$ cat src/shared/sysctl_pkg.sv
package sysctl_pkg;
	// i/o port addresses
	localparam logic [15:0] PORT_CTRL_B = 16'h0061;
	localparam logic [15:0] PORT_RAM_ADDR = 16'h0070;
	localparam logic [15:0] PORT_RAM_DATA = 16'h0071;
	localparam logic [15:0] PORT_ARB = 16'h0090;
	localparam logic [15:0] PORT_CTRL_A = 16'h0092;
	// control port b fields
	localparam int B_PARITY = 7;
	localparam int B_TICK_CLR = 7;
	localparam int B_CHANNEL = 6;
	localparam int B_TIMER2_OUT = 5;
	localparam int B_REFRESH = 4;
	localparam int B_CHK_DIS = 3;
	localparam int B_PAR_DIS = 2;
	localparam int B_SPK_EN = 1;
	localparam int B_T2_GATE = 0;
	// control port a fields
	localparam int A_LIGHT_HI = 7;
	localparam int A_LIGHT_LO = 6;
	localparam int A_WATCHDOG = 4;
	localparam int A_LOCK = 3;
	localparam int A_GATE20 = 1;
	localparam int A_ALT_RESET = 0;
	// other fields
	localparam int ADDR_MASK_BIT = 7;
	localparam int ARB_FREEZE_BIT = 6;
	// reset values
	localparam logic RST_MASK = 1'b1;
	localparam logic RST_PAR_DIS = 1'b1;
	localparam logic RST_CHK_DIS = 1'b0;
	localparam logic [7:0] RST_PW_BYTE = 8'h00;
	localparam logic [7:0] UNMAPPED_READ = 8'hFF;
	// password area in the clock ram
	localparam logic [6:0] PW_BASE = 7'h38;
	localparam int PW_BYTES = 8;
	// alternate reset timing
	localparam int CLK_PERIOD_NS = 4;
	localparam int ALT_DELAY_NS = 6720;
	localparam int ALT_PULSE_MIN_NS = 100;
	localparam int ALT_PULSE_MAX_NS = 125;
	localparam int ALT_TOTAL_NS = 13400;
	localparam int ALT_DELAY_CYC = (ALT_DELAY_NS + CLK_PERIOD_NS - 1)
		/ CLK_PERIOD_NS;
	localparam int ALT_PULSE_CYC = (ALT_PULSE_MIN_NS + CLK_PERIOD_NS - 1)
		/ CLK_PERIOD_NS;
	localparam int ALT_PULSE_MAX_CYC = ALT_PULSE_MAX_NS / CLK_PERIOD_NS;
	localparam int ALT_TOTAL_CYC = ALT_TOTAL_NS / CLK_PERIOD_NS;
	localparam int ALT_CNT_W = 12;
endpackage

$ cat src/shared/misc_link_if.sv
`timescale 1ns/1ps
`default_nettype none
interface misc_link_if;
	logic alt_start;
	logic alt_pulse;
	logic alt_busy;
	logic pw_wr;
	logic [2:0] pw_index;
	logic [7:0] pw_wdata;
	logic [7:0] pw_rdata;
	modport ctrl(output alt_start, input alt_pulse, input alt_busy,
		output pw_wr, output pw_index, output pw_wdata, input pw_rdata);
	modport timer(input alt_start, output alt_pulse, output alt_busy);
	modport store(input pw_wr, input pw_index, input pw_wdata,
		output pw_rdata);
endinterface
`default_nettype wire

$ cat src/alt_reset_timer.sv
`timescale 1ns/1ps
`default_nettype none
module alt_reset_timer
	import sysctl_pkg::*;
(
	input wire logic clk,
	input wire logic rst,
	input wire logic ce,
	misc_link_if.timer link
);
	localparam logic [ALT_CNT_W-1:0] DELAY_END = ALT_CNT_W'(ALT_DELAY_CYC);
	localparam logic [ALT_CNT_W-1:0] PULSE_END =
		ALT_CNT_W'(ALT_DELAY_CYC + ALT_PULSE_CYC);

	logic [ALT_CNT_W-1:0] count_reg;
	logic busy_reg;
	logic pulse_reg;

	// one run: wait the least delay, then a pulse of the least width
	always_ff @(posedge clk or posedge rst) begin
		if (rst) begin
			count_reg <= '0;
			busy_reg <= 1'b0;
			pulse_reg <= 1'b0;
		end else if (ce) begin
			if (!busy_reg) begin
				count_reg <= '0;
				busy_reg <= link.alt_start;
				pulse_reg <= 1'b0;
			end else begin
				count_reg <= count_reg + 1'b1;
				if (count_reg == DELAY_END - 1'b1)
					pulse_reg <= 1'b1;
				if (count_reg == PULSE_END - 1'b1) begin
					pulse_reg <= 1'b0;
					busy_reg <= 1'b0;
				end
			end
		end
	end

	assign link.alt_pulse = pulse_reg;
	assign link.alt_busy = busy_reg;
endmodule
`default_nettype wire

$ cat src/password_store.sv
`timescale 1ns/1ps
`default_nettype none
module password_store
	import sysctl_pkg::*;
#(
	parameter int BYTES = PW_BYTES
)
(
	input wire logic clk,
	input wire logic rst,
	input wire logic ce,
	misc_link_if.store link
);
	logic [7:0] bytes_reg [BYTES];

	// bytes come up as 00 only at power-on; lock gating is upstream
	always_ff @(posedge clk or posedge rst) begin
		if (rst) begin
			for (int i = 0; i < BYTES; i++)
				bytes_reg[i] <= RST_PW_BYTE;
		end else if (ce && link.pw_wr) begin
			bytes_reg[link.pw_index] <= link.pw_wdata;
		end
	end

	assign link.pw_rdata = bytes_reg[link.pw_index];
endmodule
`default_nettype wire

$ cat src/system_control_ports_nmi.sv
`timescale 1ns/1ps
`default_nettype none
module system_control_ports_nmi
	import sysctl_pkg::*;
(
	// clock, enable and resets
	input wire logic clk,
	input wire logic rst,
	input wire logic ce,
	input wire logic sys_reset,
	// host i/o port bus, one strobe cycle per access
	input wire logic [15:0] io_addr,
	input wire logic io_wr,
	input wire logic io_rd,
	input wire logic [7:0] io_wdata,
	output logic [7:0] io_rdata,
	// nmi sources, latched on any ce cycle they are high; parity and channel only while their disable bit is clear
	input wire logic parity_error,
	input wire logic channel_check,
	input wire logic channel_timeout,
	input wire logic watchdog_timeout,
	// board levels and pulses read back or passed through
	input wire logic timer2_out,
	input wire logic refresh_request,
	input wire logic kbc_gate_twenty,
	// nmi and arbitration
	output logic nmi_request,
	output logic arb_freeze,
	// pins driven from the port bits
	output logic timer_tick_request_clear,
	output logic speaker_data_enable,
	output logic timer2_gate,
	output logic disk_light,
	output logic addr_line_twenty_gate,
	output logic cpu_reset_pulse,
	output logic password_locked
);
	misc_link_if link();

	alt_reset_timer u_timer (
		.clk(clk),
		.rst(rst),
		.ce(ce),
		.link(link.timer)
	);

	password_store u_store (
		.clk(clk),
		.rst(rst),
		.ce(ce),
		.link(link.store)
	);

	// port decode for the write strobes; the read path has its own case
	function automatic logic hit(input logic [15:0] a, input logic [15:0] p);
		return a == p;
	endfunction

	// decoded write strobes, one per port
	logic wr_b, wr_a, wr_ram_addr, wr_ram_data, wr_arb;
	// address port: clock ram index and nmi mask
	logic [6:0] ram_index_reg;
	logic mask_reg;
	// port b writable bits
	logic par_dis_reg, chk_dis_reg;
	logic spk_reg, gate_reg;
	// nmi source latches and the refresh toggle
	logic parity_latch_reg, channel_latch_reg;
	logic timeout_latch_reg, watchdog_latch_reg;
	logic refresh_toggle_reg;
	// port a bits
	logic [1:0] light_reg;
	logic lock_reg;
	logic gate20_reg;
	logic alt_bit_reg;
	// combinational helpers
	logic nmi_next;
	logic in_pw_area;

	// decoded writes; each use below also qualifies them with ce, except pw_wr, which the store gates with ce
	assign wr_b = io_wr && hit(io_addr, PORT_CTRL_B);
	assign wr_a = io_wr && hit(io_addr, PORT_CTRL_A);
	assign wr_ram_addr = io_wr && hit(io_addr, PORT_RAM_ADDR);
	assign wr_ram_data = io_wr && hit(io_addr, PORT_RAM_DATA);
	assign wr_arb = io_wr && hit(io_addr, PORT_ARB);
	assign in_pw_area = ram_index_reg >= PW_BASE &&
		ram_index_reg <= PW_BASE + 7'(PW_BYTES - 1);

	// clock ram index and nmi mask share the address port; every
	// index write also rewrites the mask, so software must keep it
	always_ff @(posedge clk or posedge rst) begin
		if (rst) begin
			ram_index_reg <= '0;
			mask_reg <= RST_MASK;
		end else if (ce && wr_ram_addr) begin
			ram_index_reg <= io_wdata[6:0];
			mask_reg <= io_wdata[ADDR_MASK_BIT];
		end
	end

	// port b control bits; parity disable forced at power-on only
	// bit 7 is write-only and handled by the tick clear below
	always_ff @(posedge clk or posedge rst) begin
		if (rst) begin
			par_dis_reg <= RST_PAR_DIS;
			chk_dis_reg <= RST_CHK_DIS;
			spk_reg <= 1'b0;
			gate_reg <= 1'b0;
		end else if (ce && wr_b) begin
			par_dis_reg <= io_wdata[B_PAR_DIS];
			chk_dis_reg <= io_wdata[B_CHK_DIS];
			spk_reg <= io_wdata[B_SPK_EN];
			gate_reg <= io_wdata[B_T2_GATE];
		end
	end

	// timer tick clear is a one-cycle pulse per qualifying write
	always_ff @(posedge clk or posedge rst) begin
		if (rst)
			timer_tick_request_clear <= 1'b0;
		else if (ce)
			timer_tick_request_clear <= wr_b && io_wdata[B_TICK_CLR];
	end

	// check latches: a disable bit holds its latch clear, which is
	// how software drops a latched error; a source that is high
	// during system reset still sets, so no event is lost
	always_ff @(posedge clk or posedge rst) begin
		if (rst) begin
			parity_latch_reg <= 1'b0;
			channel_latch_reg <= 1'b0;
		end else if (ce) begin
			if (par_dis_reg)
				parity_latch_reg <= 1'b0;
			else if (parity_error)
				parity_latch_reg <= 1'b1;
			else if (sys_reset)
				parity_latch_reg <= 1'b0;
			if (chk_dis_reg)
				channel_latch_reg <= 1'b0;
			else if (channel_check)
				channel_latch_reg <= 1'b1;
			else if (sys_reset)
				channel_latch_reg <= 1'b0;
		end
	end

	// timeout latches bypass the mask and hold until system reset
	// software has no way to clear them; only a reset does
	always_ff @(posedge clk or posedge rst) begin
		if (rst) begin
			timeout_latch_reg <= 1'b0;
			watchdog_latch_reg <= 1'b0;
		end else if (ce) begin
			if (channel_timeout)
				timeout_latch_reg <= 1'b1;
			else if (sys_reset)
				timeout_latch_reg <= 1'b0;
			if (watchdog_timeout)
				watchdog_latch_reg <= 1'b1;
			else if (sys_reset)
				watchdog_latch_reg <= 1'b0;
		end
	end

	// request level follows the enabled latches
	assign nmi_next = (!mask_reg && (parity_latch_reg ||
		channel_latch_reg)) || timeout_latch_reg || watchdog_latch_reg;

	// registered so the pin never glitches while latches change
	always_ff @(posedge clk or posedge rst) begin
		if (rst)
			nmi_request <= 1'b0;
		else if (ce)
			nmi_request <= nmi_next && !sys_reset;
	end

	// freeze starts with the nmi; a new nmi wins over a resume write
	// software must resume even after every source has gone away
	always_ff @(posedge clk or posedge rst) begin
		if (rst)
			arb_freeze <= 1'b0;
		else if (ce) begin
			if (sys_reset)
				arb_freeze <= 1'b0;
			else if (nmi_next)
				arb_freeze <= 1'b1;
			else if (wr_arb && !io_wdata[ARB_FREEZE_BIT])
				arb_freeze <= 1'b0;
		end
	end

	// refresh toggle; a request while ce is low is not counted,
	// since the enable freezes every flop of the block
	always_ff @(posedge clk or posedge rst) begin
		if (rst)
			refresh_toggle_reg <= 1'b0;
		else if (ce && refresh_request)
			refresh_toggle_reg <= !refresh_toggle_reg;
	end

	// port a bits; lock survives system reset, only power-on clears it
	always_ff @(posedge clk or posedge rst) begin
		if (rst) begin
			light_reg <= 2'b00;
			lock_reg <= 1'b0;
			gate20_reg <= 1'b0;
		end else if (ce && wr_a) begin
			light_reg <= io_wdata[A_LIGHT_HI:A_LIGHT_LO];
			if (io_wdata[A_LOCK])
				lock_reg <= 1'b1;
			gate20_reg <= io_wdata[A_GATE20];
		end
	end

	// alternate reset bit: kept while the pulse runs so it can be read
	always_ff @(posedge clk or posedge rst) begin
		if (rst)
			alt_bit_reg <= 1'b0;
		else if (ce) begin
			if (sys_reset)
				alt_bit_reg <= 1'b0;
			else if (wr_a)
				alt_bit_reg <= io_wdata[A_ALT_RESET];
		end
	end

	// start only on a rising write; a rewrite of 1 does nothing
	// the timer runs to its end even if the bit is written 0 mid-run
	assign link.alt_start = ce && wr_a && io_wdata[A_ALT_RESET] &&
		!alt_bit_reg && !sys_reset;

	// password bytes reachable only while the lock is open
	// the index wraps into three bits; in_pw_area qualifies it
	assign link.pw_wr = wr_ram_data && in_pw_area && !lock_reg;
	assign link.pw_index = 3'(ram_index_reg - PW_BASE);
	assign link.pw_wdata = io_wdata;

	// registered pin outputs
	// one stage here so every pin comes straight from a flop
	always_ff @(posedge clk or posedge rst) begin
		if (rst) begin
			speaker_data_enable <= 1'b0;
			timer2_gate <= 1'b0;
			disk_light <= 1'b0;
			addr_line_twenty_gate <= 1'b0;
			cpu_reset_pulse <= 1'b0;
			password_locked <= 1'b0;
		end else if (ce) begin
			speaker_data_enable <= spk_reg;
			timer2_gate <= gate_reg;
			disk_light <= |light_reg;
			addr_line_twenty_gate <= gate20_reg || kbc_gate_twenty;
			cpu_reset_pulse <= link.alt_pulse;
			password_locked <= lock_reg;
		end
	end

	// read data, one cycle after the strobe; reserved bits are zero
	// write-only and unmapped ports read all ones, like an idle bus
	always_ff @(posedge clk or posedge rst) begin
		if (rst)
			io_rdata <= 8'h00;
		else if (ce && io_rd) begin
			unique case (io_addr)
				PORT_CTRL_B: io_rdata <= {parity_latch_reg,
					channel_latch_reg, timer2_out,
					refresh_toggle_reg, chk_dis_reg,
					par_dis_reg, spk_reg, gate_reg};
				PORT_CTRL_A: io_rdata <= {light_reg, 1'b0,
					watchdog_latch_reg, lock_reg, 1'b0,
					gate20_reg, alt_bit_reg};
				PORT_RAM_DATA: io_rdata <= (in_pw_area && !lock_reg) ?
					link.pw_rdata : UNMAPPED_READ;
				default: io_rdata <= UNMAPPED_READ;
			endcase
		end
	end
endmodule
`default_nettype wire

$ cat config.mk
export PLATFORM = sky130hd
export DESIGN_NAME = system_control_ports_nmi
export DESIGN_NICKNAME = d
export VERILOG_FILES = /design/src/shared/sysctl_pkg.sv /design/src/shared/misc_link_if.sv /design/src/alt_reset_timer.sv /design/src/password_store.sv /design/src/system_control_ports_nmi.sv
export SDC_FILE = /design/constraint.sdc
export NUM_CORES = 1
export LEC_CHECK = 0
export ABC_AREA = 1
export BUFFER_PORTS_ARGS = -buffer_cell sky130_fd_sc_hd__buf_2
export CORE_ASPECT_RATIO = 2
export CORE_MARGIN = 3
export CORE_UTILIZATION = 30
export DETAILED_ROUTE_END_ITERATION = 10
export PLACE_DENSITY = 0.46
export SYNTH_ARGS = -nofsm -noshare
export SYNTH_HDL_FRONTEND = slang
export SYNTH_SLANG_ARGS = --single-unit
$ cat constraint.sdc
create_clock -name clk -period 3.04 [get_ports clk]
set_clock_uncertainty 0.05 [all_clocks]
set_input_delay 0.152 -clock clk [delete_from_list [all_inputs] [get_ports clk]]
set_output_delay 0.152 -clock clk [all_outputs]
set_load 0.1 [all_outputs]
Word level (Yosys, flattened, before mapping)
Cells that the tools add are included.
Cells by class
  add/subtract/negate cells: 2
  multiplexer cells: 26
  equality and inequality tests: 8
  reduce and logical (&&, ||, !) cells: 48
  bitwise gates (word level): 1
  magnitude comparators: 4
Operators by type and width (number)
  64-bit bitwise mux: 1
  16-bit by 7-bit equality test with 1-bit output (second input constant): 3
  16-bit by 8-bit equality test with 1-bit output (second input constant): 2
  8-bit two-way mux: 4
  8-bit binary-select mux with 3-bit select: 1
  8-bit demux with 3-bit select: 1
  12-bit by 11-bit equality test with 1-bit output (second input constant): 2
  8-bit case mux with 3 select lines: 1
  1-bit logical AND: 23
  1-bit two-way mux: 17
  2-bit AND reduction: 8
  12-bit by 1-bit adder with 12-bit output (second input constant): 1
  12-bit two-way mux: 1
  3-bit nonzero test: 3
  7-bit by 6-bit >= comparator with 1-bit output (second input constant): 1
  7-bit by 6-bit <= comparator with 1-bit output (second input constant): 1
  1-bit zero test: 6
  2-bit nonzero test: 3
  4-bit >= comparator (second input constant): 1
  1-bit logical OR: 4
  4-bit by 1-bit < comparator with 1-bit output (second input constant): 1
  3-bit inverter with 4-bit output: 1
  3-bit inequality test (second input constant): 1
  3-bit by 1-bit subtractor with 3-bit output (second input constant): 1
  2-bit OR reduction: 1
Storage, ports and cells
  output and inout bits: 17
  register bits after elaboration: 117
  logic and storage cells: 125
  bits of input ports: 37

Longest topological paths before layout
  depth in word-level cells: 7
  gate-level depth with buffers: 13
  depth with buffers taken out: 11

By module
Synthesis repeated with hierarchy kept, for this count alone.
Unflattened totals
  cells, all modules: 812
  area total of the unflattened synthesis: 6118.4 µm²
By module, submodules not included
  password_store: area each 3164.3 µm², cells an instance 434, times used 1, sequential area each 1601.5 µm²
  system_control_ports_nmi: area each 2128.3 µm², cells an instance 263, times used 1, sequential area each 978.4 µm²
  alt_reset_timer: area each 825.8 µm², cells an instance 115, times used 1, sequential area each 350.3 µm²

Worst setup path before layout
Ideal clock, no wire load.
  path type: reg-to-reg
  start point: register lock_reg
  end point: register u_store.bytes_reg[57] in the netlist's numbering
  slack: 1.413 ns
  path buffers: 1
  cell stages (with the launch flop): 10
  data arrival time: 1.445 ns
  cell sequence: dfrtp_1 > inv_2 > nand2_1 > nor2_4 > nand2_2 > nor2_8 > nand3_4 > buf_6 > nand2_1 > o21ai_2
On the way
  longest elaborated chain between the ends: 3
RTL lines
  start, declared: line system_control_ports_nmi.sv:73  | logic lock_reg;
  start signal, assigned: line system_control_ports_nmi.sv:206  | lock_reg <= 1'b0;
  start signal, assigned: line system_control_ports_nmi.sv:211  | lock_reg <= 1'b1;
  1-bit zero test: line system_control_ports_nmi.sv:235  | assign link.pw_wr = wr_ram_data && in_pw_area && !lock_reg;
  1-bit logical AND: line system_control_ports_nmi.sv:235
  1-bit logical AND: line password_store.sv:21  | end else if (ce && link.pw_wr) begin
  end signal, assigned by index: line password_store.sv:22  | bytes_reg[link.pw_index] <= link.pw_wdata;
  end, declared: line password_store.sv:14  | logic [7:0] bytes_reg [BYTES];
No other way between the ends.
A chain may end at the register's enable or synchronous reset.

Worst setup path in the final report
  start point: register ram_index_reg[1]
  end point: register io_rdata[5]
On the way
  longest elaborated chain between the ends: 7
RTL lines
  start, declared: line system_control_ports_nmi.sv:62  | logic [6:0] ram_index_reg;
  start signal, assigned: line system_control_ports_nmi.sv:96  | ram_index_reg <= io_wdata[6:0];
  3-bit by 1-bit subtractor with 3-bit output: line system_control_ports_nmi.sv:236  | assign link.pw_index = 3'(ram_index_reg - PW_BASE);
  3-bit inverter with 4-bit output (implied by the code): line password_store.sv:26  | assign link.pw_rdata = bytes_reg[link.pw_index];
  8-bit binary-select mux with 3-bit select: line password_store.sv:26
  8-bit two-way mux (implied by the code) (2 in a row): line password_store.sv:26
  8-bit two-way mux (*): line system_control_ports_nmi.sv:273  | PORT_RAM_DATA: io_rdata <= (in_pw_area && !lock_reg) ?
  8-bit case mux with 3 select lines (*): line system_control_ports_nmi.sv:265  | unique case (io_addr)
  end signal, assigned: line system_control_ports_nmi.sv:266  | PORT_CTRL_B: io_rdata <= {parity_latch_reg,
  end signal, assigned: line system_control_ports_nmi.sv:270  | PORT_CTRL_A: io_rdata <= {light_reg, 1'b0,
  end signal, assigned: line system_control_ports_nmi.sv:273
  end, declared: line system_control_ports_nmi.sv:16  | output logic [7:0] io_rdata,
Every way passes the cells marked *; elsewhere a longest branch is shown, timed or not. The select of a mux whose other input is x is not followed.

==> flow_metrics.env <==
export IMPL_cts_tree="done"
export IMPL_drtAntennaViolNets=0
export IMPL_synth_cell_types=36
export IMPL_yosysTopAreaCellShare_pct=49.1
export IMPL_portBuffers=53
export IMPL_hold_path_class="in -> reg"
export IMPL_postLayoutCoreUtil_pct=37.0
export IMPL_vdd_ir_drop_max_uv=314
export IMPL_min_from="ce"
export IMPL_worst_pin_slew_ns=0.767
export IMPL_outcome="finished, final reports clean"
export IMPL_reg2reg_from="ram_index_reg[1]$_DFFE_PP0P_"
export IMPL_post_cts_setup_buffers=0
export IMPL_antenna_found_initial=0
export IMPL_rows=71
export IMPL_dr_pass1_iters=4
export IMPL_n_antenna_cell=0
export IMPL_hold_depth=2
export IMPL_drt_total_wl_um=16800
export IMPL_power_mw=3.88
export IMPL_cts_buffers=17
export IMPL_busiest_layer="met2"
export IMPL_period_needed_ns=2.31
export IMPL_use_met3_pct=2.31
export IMPL_synth_top_area_cell="dfrtp_1"
export IMPL_setup_slack_ns=0.728
export IMPL_hpwl_um=11600
export IMPL_core_area_um2=19000
export IMPL_arrival_ns=2.62
export IMPL_hold_viol_final=0
export IMPL_endpoint_kind="flip-flop"
export IMPL_largest_register_ffs=64
export IMPL_finalMaxSlewViolations=0
export IMPL_synth_edf_count=0
export IMPL_pre_cts_ws_ns=0.659
export IMPL_r2r_slack_ns=0.73
export IMPL_synthToLayoutAreaGrowth_pct=19.8
export IMPL_r2r_end="io_rdata[5]$_DFFE_PP0P_"
export IMPL_p_per_area_nw_per_um2=552
export IMPL_die_height_um=204
export IMPL_cts_resized=0
export IMPL_drive_above_1_share_pct=16.4
export IMPL_grt_ovfl_total=0
export IMPL_cts_num_sinks=117
export IMPL_ys_warn_count=0
export IMPL_dieWidth_um=105
export IMPL_synthArstFlopShare_pct=100
export IMPL_wl_per_cell_um=15.7
export IMPL_p_leak_nw=3.31
export IMPL_min_period_over_period_pct=76.0
export IMPL_synth_fp_nets=783
export IMPL_critical_path_startpoint_type="flip-flop"
export IMPL_viasPerCell=4.52
export IMPL_hold_end="channel_latch_reg$_DFFE_PP0P_"
export IMPL_cp_data_required_time_ns=3.35
export IMPL_use_met2_pct=31.5
export IMPL_initial_utilization_pct=30.9
export IMPL_ioPinCount=54
export IMPL_grt_start_max_net_pins=118
export IMPL_grt_pass1_vias=5120
export IMPL_critPathKind="reg -> reg"
export IMPL_grt_usage_pct=16.8
export IMPL_fill_cells=2094
export IMPL_setup_tns_final_ns=0
export IMPL_clk_pin_slew_ns=0.06
export IMPL_synth_flop_cell="dfrtp_1"
export IMPL_synth_seq_cells=117
export IMPL_grt_pass1_wl_um=27500
export IMPL_drc=0
export IMPL_via_count=4839
export IMPL_clk_latency_ns=0.42
export IMPL_setup_viol=0
export IMPL_rsz0062_at_grt="no"
export IMPL_cp_max_fo=16
export IMPL_reg2regPathDepth=10
export IMPL_root_buffer="clkbuf_16"
export IMPL_htreeDepth=4
export IMPL_clock_path_buffers=2
export IMPL_use_met1_pct=17.9
export IMPL_postSynthAreaPerCell_um2=7.88
export IMPL_max_cap_viol_count=0
export IMPL_drtIter0Drc=328
export IMPL_yosysMostFrequentCell="nand2_1"
export IMPL_place_congestion=0.818
export IMPL_fin_nets=841
export IMPL_die_area_um2=21400
export IMPL_synth_seq_area_share_pct=50.0
export IMPL_synthesis_area_um2=5870
export IMPL_synthesis_instances=744
export IMPL_holdWs_ns=0.0261
export IMPL_fmax_ghz=0.433
export IMPL_synth_area_leaders="dfrtp_1, nand2_1, inv_1"
export IMPL_netlist_top_cells_count="nand2_1, dfrtp_1, inv_1"
export IMPL_slew_headroom_pct=48.8
export IMPL_ctsHoldBuffers=9
## how the worst max path moves through the flow
stage          slack, ns                           endpoint                          from  cells after the start
2_1_floorplan       1.41  addr_line_twenty_gate$_DFFE_PP0P_                           rst                      1
3_3_place_gp        0.65            io_rdata[5]$_DFFE_PP0P_  ram_index_reg[1]$_DFFE_PP0P_                     10
3_5_place_dp        0.66            io_rdata[5]$_DFFE_PP0P_  ram_index_reg[1]$_DFFE_PP0P_                     10
4_1_cts             0.65            io_rdata[5]$_DFFE_PP0P_  ram_index_reg[1]$_DFFE_PP0P_                     10
5_1_grt             0.51            io_rdata[1]$_DFFE_PP0P_  ram_index_reg[1]$_DFFE_PP0P_                     10
6_report            0.73            io_rdata[5]$_DFFE_PP0P_  ram_index_reg[1]$_DFFE_PP0P_                     10
## logic make-up (layout without fill, tap and decap cells)
family	count (synthesis)	count (layout)	synth area share [%]
buf+inv	105	176	8.00
flops	117	117	50.0
simple gates	402	402	30.4
fa+ha+maj	2	2	0.427
compound gates	117	117	11.1
xor+xnor	1	1	0.149
## final cells by class
type	instances	area [um2]	share of cell area (%)
multi-input combinational	522	2470	35.1
inverter	78	297	4.22
tap	255	319	4.54
timing repair buffer	66	398	5.66
clock buffer	20	467	6.64
clock inverter	12	151	2.15
sequential	117	2930	41.7
## layer usage
layer | share of wire, % | wire length [um]
met1 | 39 | 6550
met2 | 55 | 9220
met3 | 2.4 | 402
met4 | 3.6 | 609
met5 | 0 | 0
## placed cells by master (no fill, tap or decap), types with 2 or more instances in the layout
master	n
clkinv_2	3
inv_2	5
clkbuf_8	3
or2_2	8
nor3_1	7
nand3_4	8
dfrtp_1	115
clkinvlp_4	6
nand4_1	5
nor2_4	4
a21oi_1	11
dfstp_2	2
inv_1	71
clkbuf_16	17
o21ai_0	34
o21ai_2	12
nand3_1	45
nand2_2	2
ha_1	2
bufinv_16	3
nor2_2	2
nor2_1	66
buf_4	3
dlygate4sd3_1	9
buf_2	53
nand2_1	251
o21ai_1	53
## power breakdown
part           internal [mW]  switching, mW  leakage [nW]
registers               1.58        0.00927          1.56
clock network           1.35          0.742         0.290
logic                 0.0515          0.152          1.46
## through the flow
stage                     cell area (um2)  std cells
after floorplan                      5870        744
after global routing                 7030       1070
after CTS                            7030       1070
after detailed placement             6320       1029
after global placement               6320       1029
final                                7030       1070
## worst max-delay path: stages (launching register included)
cell and delay (ns):
dfrtp_1 0.70, clkinv_1 0.46, nor2_4 0.41, nand3_1 0.17, nand2_1 0.09, nor2_1 0.04
nand2_1 0.07, nand2_1 0.05, nand3_1 0.10, nand2_1 0.06, inv_1 0.05
Power figures use the tool's default switching activity.
